`src/rtl/fmt_regs_pkg.sv`:
```
// constants for the decoder format and output control register bank
package fmt_regs_pkg;
    localparam logic [7:0] ADDR_PRODUCT_IDENTIFIER   = 8'h00;
    localparam logic [7:0] ADDR_INPUT_FORMAT_CONFIG  = 8'h01;
    localparam logic [7:0] ADDR_OUTPUT_FORMAT_CONFIG = 8'h02;
    localparam logic [7:0] ADDR_OUTPUT_PIN_CONTROL   = 8'h03;

    // reset values and input format write mask
    localparam logic [7:0] RST_INPUT_FORMAT  = 8'h19;
    localparam logic [7:0] RST_OUTPUT_FORMAT = 8'h00;
    localparam logic [7:0] RST_PIN_CONTROL   = 8'h00;
    localparam logic [7:0] MASK_INPUT_FORMAT = 8'h79;

    // input format fields
    localparam int STD_HI       = 6;
    localparam int STD_LO       = 5;
    localparam int AUTO_BIT     = 4;
    localparam int SETUP_BIT    = 3;
    localparam int SLICE_BIT    = 0;
    // output format fields
    localparam int PFMT_HI      = 7;
    localparam int PFMT_LO      = 5;
    localparam int GAMMA_HI     = 4;
    localparam int GAMMA_LO     = 3;
    localparam int CSEL_HI      = 2;
    localparam int CSEL_LO      = 1;
    // pin control fields
    localparam int PIX_OE_BIT   = 7;
    localparam int TIM_OE_BIT   = 6;
    localparam int FIELD_POL    = 5;
    localparam int BLANK_POL    = 4;
    localparam int LSYNC_POL    = 3;
    localparam int FSYNC_POL    = 2;
    localparam int QUAL_POL     = 1;
    localparam int ANC_POL      = 0;

    typedef enum logic [1:0] {
        STD_NTSC_M  = 2'h0,
        STD_PAL_BDG = 2'h1,
        STD_PAL_M   = 2'h2,
        STD_PAL_NC  = 2'h3
    } timing_std_t;

    typedef enum logic [2:0] {
        PFMT_YCC16  = 3'h0,
        PFMT_YCC8   = 3'h1,
        PFMT_BT656  = 3'h2,
        PFMT_RGB15  = 3'h3,
        PFMT_RGB16  = 3'h4
    } pixel_fmt_t;

    typedef enum logic [1:0] {
        GAMMA_LIN22 = 2'h0,
        GAMMA_LIN28 = 2'h1,
        GAMMA_PASS  = 2'h2,
        GAMMA_RSVD  = 2'h3
    } gamma_t;

    typedef enum logic [1:0] {
        CSEL_NORMAL = 2'h0,
        CSEL_BLUE   = 2'h1,
        CSEL_BLACK  = 2'h2,
        CSEL_BARS   = 2'h3
    } color_sel_t;

    // true for the two rgb pixel formats
    function automatic logic is_rgb(input logic [2:0] fmt);
        return (fmt == PFMT_RGB15) || (fmt == PFMT_RGB16);
    endfunction
endpackage

```
`src/rtl/fmt_cfg_if.sv`:
```
// decoded configuration carried from the register bank to the pin stage
`timescale 1ns/1ns
`default_nettype none
interface fmt_cfg_if;
    logic       pix_oe;
    logic       tim_oe;
    logic [5:0] pol;
    modport src (output pix_oe, output tim_oe, output pol);
    modport dst (input pix_oe, input tim_oe, input pol);
endinterface
`default_nettype wire

```
`src/rtl/fmt_regs.sv`:
```
// format and output control register bank of the video decoder
`timescale 1ns/1ns
`default_nettype none
module fmt_regs #(
    parameter logic [7:0] PRODUCT_IDENTIFIER = 8'h5A // arbitrary identifier value
) (
    input  wire logic        i_clk_sys,
    input  wire logic        i_reset,
    input  wire logic [7:0]  i_reg_addr,
    input  wire logic [7:0]  i_reg_wdata,
    input  wire logic        i_reg_wr,
    input  wire logic        i_reg_rd,
    input  wire logic [1:0]  i_detected_std,
    input  wire logic [15:0] i_pixel,
    input  wire logic [6:0]  i_timing,
    output logic [7:0]       o_reg_rdata,
    output logic             o_reg_rvalid,
    output logic [1:0]       o_timing_std,
    output logic             o_pedestal_75,
    output logic             o_adaptive_slice,
    output logic [2:0]       o_pixel_format,
    output logic [1:0]       o_gamma_sel,
    output logic             o_gamma_en,
    output logic [1:0]       o_color_sel,
    output logic [15:0]      o_pixel_bus,
    output logic             o_pixel_bus_oe,
    output logic [6:0]       o_timing,
    output logic             o_timing_oe
);
    typedef struct packed {
        logic [7:0] in_fmt;
        logic [7:0] out_fmt;
        logic [7:0] pin_ctl;
        logic [1:0] det_meta;
        logic [1:0] det_sync;
        logic [7:0] rdata;
        logic       rvalid;
        logic [1:0] std;
        logic       ped;
        logic       slice;
        logic [2:0] pfmt;
        logic [1:0] gamma;
        logic       gamma_en;
        logic [1:0] csel;
    } reg_state_t;

    reg_state_t state;
    reg_state_t next_state;
    logic [7:0] in_fmt_view;

    fmt_cfg_if cfg ();

    // live standard: detected value while auto-detect is on
    always_comb begin
        in_fmt_view = state.in_fmt & fmt_regs_pkg::MASK_INPUT_FORMAT;
        if (state.in_fmt[fmt_regs_pkg::AUTO_BIT]) begin
            in_fmt_view[fmt_regs_pkg::STD_HI:fmt_regs_pkg::STD_LO] = state.det_sync;
        end
    end

    // register writes, reads and decoded configuration
    always_comb begin
        next_state          = state;
        next_state.det_meta = i_detected_std;
        next_state.det_sync = state.det_meta;
        next_state.rvalid   = i_reg_rd;
        if (i_reg_wr) begin
            case (i_reg_addr)
                fmt_regs_pkg::ADDR_INPUT_FORMAT_CONFIG: begin
                    next_state.in_fmt = i_reg_wdata & fmt_regs_pkg::MASK_INPUT_FORMAT;
                    if (i_reg_wdata[fmt_regs_pkg::AUTO_BIT] ||
                        state.in_fmt[fmt_regs_pkg::AUTO_BIT]) begin
                        // field locked while detection is on or is being switched on by this write
                        next_state.in_fmt[fmt_regs_pkg::STD_HI:fmt_regs_pkg::STD_LO] =
                            state.in_fmt[fmt_regs_pkg::STD_HI:fmt_regs_pkg::STD_LO];
                    end
                end
                fmt_regs_pkg::ADDR_OUTPUT_FORMAT_CONFIG: next_state.out_fmt = i_reg_wdata;
                fmt_regs_pkg::ADDR_OUTPUT_PIN_CONTROL:   next_state.pin_ctl = i_reg_wdata;
                default: next_state.in_fmt = state.in_fmt; // identifier and unused: dropped
            endcase
        end
        if (i_reg_rd) begin
            case (i_reg_addr)
                fmt_regs_pkg::ADDR_PRODUCT_IDENTIFIER:   next_state.rdata = PRODUCT_IDENTIFIER;
                fmt_regs_pkg::ADDR_INPUT_FORMAT_CONFIG:  next_state.rdata = in_fmt_view;
                fmt_regs_pkg::ADDR_OUTPUT_FORMAT_CONFIG: next_state.rdata = state.out_fmt;
                fmt_regs_pkg::ADDR_OUTPUT_PIN_CONTROL:   next_state.rdata = state.pin_ctl;
                default:                                 next_state.rdata = 8'h00;
            endcase
        end
        // manual standard when auto bit is 0, detected otherwise
        next_state.std   = in_fmt_view[fmt_regs_pkg::STD_HI:fmt_regs_pkg::STD_LO];
        next_state.ped   = state.in_fmt[fmt_regs_pkg::SETUP_BIT];
        next_state.slice = state.in_fmt[fmt_regs_pkg::SLICE_BIT];
        next_state.pfmt  = state.out_fmt[fmt_regs_pkg::PFMT_HI:fmt_regs_pkg::PFMT_LO];
        next_state.gamma_en = fmt_regs_pkg::is_rgb(
            state.out_fmt[fmt_regs_pkg::PFMT_HI:fmt_regs_pkg::PFMT_LO]);
        next_state.gamma = next_state.gamma_en ?
            state.out_fmt[fmt_regs_pkg::GAMMA_HI:fmt_regs_pkg::GAMMA_LO] :
            fmt_regs_pkg::GAMMA_LIN22;
        next_state.csel  = state.out_fmt[fmt_regs_pkg::CSEL_HI:fmt_regs_pkg::CSEL_LO];
    end

    always_ff @(posedge i_clk_sys or posedge i_reset) begin
        if (i_reset) begin
            state          <= '0;
            state.in_fmt   <= fmt_regs_pkg::RST_INPUT_FORMAT;
            state.out_fmt  <= fmt_regs_pkg::RST_OUTPUT_FORMAT;
            state.pin_ctl  <= fmt_regs_pkg::RST_PIN_CONTROL;
            state.ped      <= fmt_regs_pkg::RST_INPUT_FORMAT[fmt_regs_pkg::SETUP_BIT];
            state.slice    <= fmt_regs_pkg::RST_INPUT_FORMAT[fmt_regs_pkg::SLICE_BIT];
        end else begin
            state <= next_state;
        end
    end

    // configuration handed to the pin stage
    assign cfg.pix_oe = state.pin_ctl[fmt_regs_pkg::PIX_OE_BIT];
    assign cfg.tim_oe = state.pin_ctl[fmt_regs_pkg::TIM_OE_BIT];
    assign cfg.pol    = {state.pin_ctl[fmt_regs_pkg::QUAL_POL],
                         state.pin_ctl[fmt_regs_pkg::ANC_POL],
                         state.pin_ctl[fmt_regs_pkg::FIELD_POL],
                         state.pin_ctl[fmt_regs_pkg::BLANK_POL],
                         state.pin_ctl[fmt_regs_pkg::FSYNC_POL],
                         state.pin_ctl[fmt_regs_pkg::LSYNC_POL]};

    fmt_pin_stage u_pins (
        .i_clk_sys      (i_clk_sys),
        .i_reset        (i_reset),
        .cfg            (cfg),
        .i_pixel        (i_pixel),
        .i_timing       (i_timing),
        .o_pixel_bus    (o_pixel_bus),
        .o_pixel_bus_oe (o_pixel_bus_oe),
        .o_timing       (o_timing),
        .o_timing_oe    (o_timing_oe)
    );

    assign o_reg_rdata      = state.rdata;
    assign o_reg_rvalid     = state.rvalid;
    assign o_timing_std     = state.std;
    assign o_pedestal_75    = state.ped;
    assign o_adaptive_slice = state.slice;
    assign o_pixel_format   = state.pfmt;
    assign o_gamma_sel      = state.gamma;
    assign o_gamma_en       = state.gamma_en;
    assign o_color_sel      = state.csel;
endmodule
`default_nettype wire

```
`src/rtl/fmt_pin_stage.sv`:
```
// polarity and output enable stage for pixel bus and timing outputs
`timescale 1ns/1ns
`default_nettype none
module fmt_pin_stage (
    input  wire logic        i_clk_sys,
    input  wire logic        i_reset,
    fmt_cfg_if.dst           cfg,
    input  wire logic [15:0] i_pixel,
    input  wire logic [6:0]  i_timing,
    output logic [15:0]      o_pixel_bus,
    output logic             o_pixel_bus_oe,
    output logic [6:0]       o_timing,
    output logic             o_timing_oe
);
    typedef struct packed {
        logic [15:0] pix;
        logic        pix_oe;
        logic [6:0]  tim;
        logic        tim_oe;
    } pin_state_t;

    pin_state_t state;
    pin_state_t next_state;

    // timing order: 0 lsync,1 fsync,2 blank,3 field,4 anc,5 qual,6 irq (irq not inverted)
    always_comb begin
        next_state        = state;
        next_state.pix    = i_pixel;
        next_state.pix_oe = cfg.pix_oe;
        next_state.tim_oe = cfg.tim_oe;
        next_state.tim    = {i_timing[6], i_timing[5:0] ~^ cfg.pol};
    end

    always_ff @(posedge i_clk_sys or posedge i_reset) begin
        if (i_reset) begin
            state <= '0;
        end else begin
            state <= next_state;
        end
    end

    assign o_pixel_bus    = state.pix;
    assign o_pixel_bus_oe = state.pix_oe;
    assign o_timing       = state.tim;
    assign o_timing_oe    = state.tim_oe;
endmodule
`default_nettype wire

```
`config.mk`:
```
export PLATFORM = sky130hd
export DESIGN_NAME = fmt_regs
export DESIGN_NICKNAME = d
export VERILOG_FILES = /design/src/rtl/fmt_regs_pkg.sv /design/src/rtl/fmt_cfg_if.sv /design/src/rtl/fmt_regs.sv /design/src/rtl/fmt_pin_stage.sv
export SDC_FILE = /design/constraint.sdc
export NUM_CORES = 1
export LEC_CHECK = 0
export ABC_AREA = 1
export BUFFER_PORTS_ARGS = -buffer_cell sky130_fd_sc_hd__buf_2
export CORE_ASPECT_RATIO = 0.8
export CORE_MARGIN = 10
export CORE_UTILIZATION = 42
export CTS_BUF_LIST = sky130_fd_sc_hd__clkbuf_8
export CTS_CLUSTER_SIZE = 14
export DETAILED_ROUTE_END_ITERATION = 12
export GPL_TIMING_DRIVEN = 1
export PLACE_DENSITY = 0.68
export SETUP_SLACK_MARGIN = 0.05
export SYNTH_ARGS = -nofsm -noshare
export SYNTH_HDL_FRONTEND = slang
export SYNTH_SLANG_ARGS = --single-unit
```
`constraint.sdc`:
```
create_clock -name i_clk_sys -period 2.8 [get_ports i_clk_sys]
set_clock_uncertainty 0.2 [all_clocks]
set_input_delay 0.28 -clock i_clk_sys [delete_from_list [all_inputs] [get_ports i_clk_sys]]
set_output_delay 0.28 -clock i_clk_sys [all_outputs]
set_load 0.02 [all_outputs]
```
==> results.yml <==
clocking:
  path_clk_slew_ns: 0.07
  postCtsSetupRepairBufs: 0
  cts_tree: "built"
  cts_buffers: 9
  h-tree-depth: 3
  clk_latency_ns: 0.33
  holdBufCountCts: 35
  clock-sinks: 71
  clockBufferDepth: 2
  cts_resized: 0
  root_buffer: "clkbuf_8"
yosys:
  synth_fp_nets: 304
  avgSynthCellArea_um2: 10.74
  synth_top_area_share_pct: 59.38
  yosysSeqAreaShare_pct: 64.10
  ys_ff_latch: 71
  synth_area_leaders: "dfrtp_1 (59%), nand2_1 (9.4%), dfstp_2 (4.7%)"
  ys_types: 20
  synth_top_cell_by_area: "dfrtp_1"
  ys_warn_count: 0
  syn_inst: 259
  synthesis.area_um2: 2781
layout:
  n_antenna_cell: 0
  fin_area_um2: 3729
  layout-drive-gt1-share_pct: 34.04
  synthToLayoutAreaGrowth_pct: 34.05
  nets: 419
  fillCellCount: 554
  final_common_cell: "buf_2"
  final_cell_mix: "buf_2 (90), nand2_1 (70), dfrtp_1 (66), dlygate4sd3_1 (35), nand3_1 (21)"
sta:
  max_slew_margin_pct: 56.76
  finalCritPeriodShare_pct: 56.99
  slew_violations: 0
  rsz0062_at_grt: "false"
  max_freq_mhz: 626.7
  worst_pin_slew_ns: 0.6479
  fin_ws_ns: 1.204
  tns_ns: 0
  finalHoldViolCount: 0
  setup_viol: 0
  holdWs_ns: 0.1495
  min_period_ns: 1.596
flow_run:
  cap_violations: 0
worst_setup_path:
  critPathKind: "flop to flop"
  endpoint_kind: "flop"
  arrival_ns: 1.61
  cp_max_fo: 6
  worst_setup_path_start_kind: "flop"
  cp.required_ns: 2.82
placement:
  place_area_um2: 3188
  place.gp.congestion: 0.8383
  io_buffer_count: 90
  dp_hpwl_um: 4717
  dpl_worst_slack_ns: 1.153
drt:
  dr.first_iter.drc_count: 107
  wl_per_cell_um: 13.93
  drt_first_pass_iters: 4
  ant_nets: 0
  drcViolationCount: 0
  routed_wl_um: 6450
  viasPerCell: 4.516
  vias: 2091
floorplan:
  rows: 26
  die_h_um: 92.79
  die_x_um: 111.0
  design.die.area_um2: 10300
  core_um2: 6409
  ios: 91
  start_util_pct: 43.40
run_status:
  status: "complete, no violations"
global_routing:
  antenna_found_initial: 0
  grt_pass1_vias: 2248
  grt_pass1_wl_um: 11120
  grt.total_usage_pct: 13.27
  grt_max_degree: 46
  grt.overflow.total: 0
pwr:
  power.leakage_nw: 2.025
  power.density_nw_per_um2: 571.0
  peakVddDrop_uv: 283.4
hold_path:
  hold_path.class: "flop to flop"
## through the flow
stage	util, %	power [mW]	std cells
finish	58.18	2.129	463
CTS	58.18	2.156	463
global placement	49.75	1.340	412
global route	58.18	2.232	463
detailed placement	49.75	1.344	412
floorplan	-	1.260	259
## synth_stat cells
| cell | number |
|---|---|
| o21ai_0 | 18 |
| nand3_1 | 21 |
| nand2_2 | 3 |
| nor2_4 | 5 |
| buf_4 | 17 |
| nand2_4 | 4 |
| clkbuf_1 | 2 |
| xnor2_1 | 6 |
| inv_2 | 3 |
| a21oi_1 | 2 |
| a21oi_2 | 1 |
| dfrtp_1 | 66 |
| nor2_1 | 6 |
| dfstp_2 | 5 |
| buf_6 | 3 |
| nand2_1 | 70 |
| inv_1 | 17 |
| nor2_8 | 2 |
| nand4_1 | 2 |
| o21ai_1 | 6 |
## final cells by class
class	count	area, um^2	share of cell area (%)
flip-flops and latches	71	1783	47.82
repair buffers	126	820.8	22.01
multi-input cells	146	754.5	20.23
clock buffers	10	137.6	3.691
well taps	84	105.1	2.819
inverters	20	75.07	2.013
clock inverters	6	52.55	1.409
## report_power, final
part	internal (mW)	switching (mW)	total, mW
Sequential	1.08	0.0245	1.11
Combinational	0.102	0.147	0.249
Clock	0.424	0.346	0.770
## path summary, 6_finish.rpt
kind	from	end	slack, ns	cells past startpoint
setup / recovery	in_fmt_view[4]$_DFFE_PP1P_	o_reg_rdata[6]$_DFFE_PP0P_	1.20	7
hold / removal	next_state[22]$_DFF_PP0_	state[22]$_DFF_PP0_	0.15	0
setup reg to reg	in_fmt_view[4]$_DFFE_PP1P_	o_reg_rdata[6]$_DFFE_PP0P_	1.20	7
hold reg to reg	next_state[22]$_DFF_PP0_	state[22]$_DFF_PP0_	0.15	0
max in group asynchronous	i_reset	in_fmt_view[4]$_DFFE_PP1P_	1.37	4
min in group asynchronous	i_reset	u_pins.o_pixel_bus[13]$_DFF_PP0_	0.35	3
## worst max-delay path, stage by stage, from the launching register on
cell and delay, ns:
dfstp_2 0.56, inv_1 0.10, nand2_1 0.07, nand2_1 0.08, nand3_1 0.10, nand2_1 0.05
o21ai_0 0.24, nand2_1 0.08
## cells by family after synthesis
family | count (synthesis) | synth area share [%]
AND/OR/NAND/NOR | 113 | 20.24
flip-flops | 71 | 64.10
buffers and inverters | 42 | 8.772
AO/OA/AOI/OAI | 27 | 4.993
XOR/XNOR | 6 | 1.889
## metal layers
layer / GRT usage [%] / vias to the layer above / routed length [um]
met2: 20.98 / 83 / 2944
li1: - / 1032 / -
met1: 16.30 / 969 / 2904
met4: 2.922 / 0 / 65
met3: 6.125 / 7 / 536
met5: 0 / - / 0
## registers in the layout (all words and copies together), names as in the netlist, 3 cells and up
register and count:
state 7, cfg.pol 6, next_state 7, u_pins.o_timing 7, u_pins.o_pixel_bus 16, o_pixel_format 3
in_fmt_view 3, o_reg_rdata 8
(Power assumes the default switching activity.)
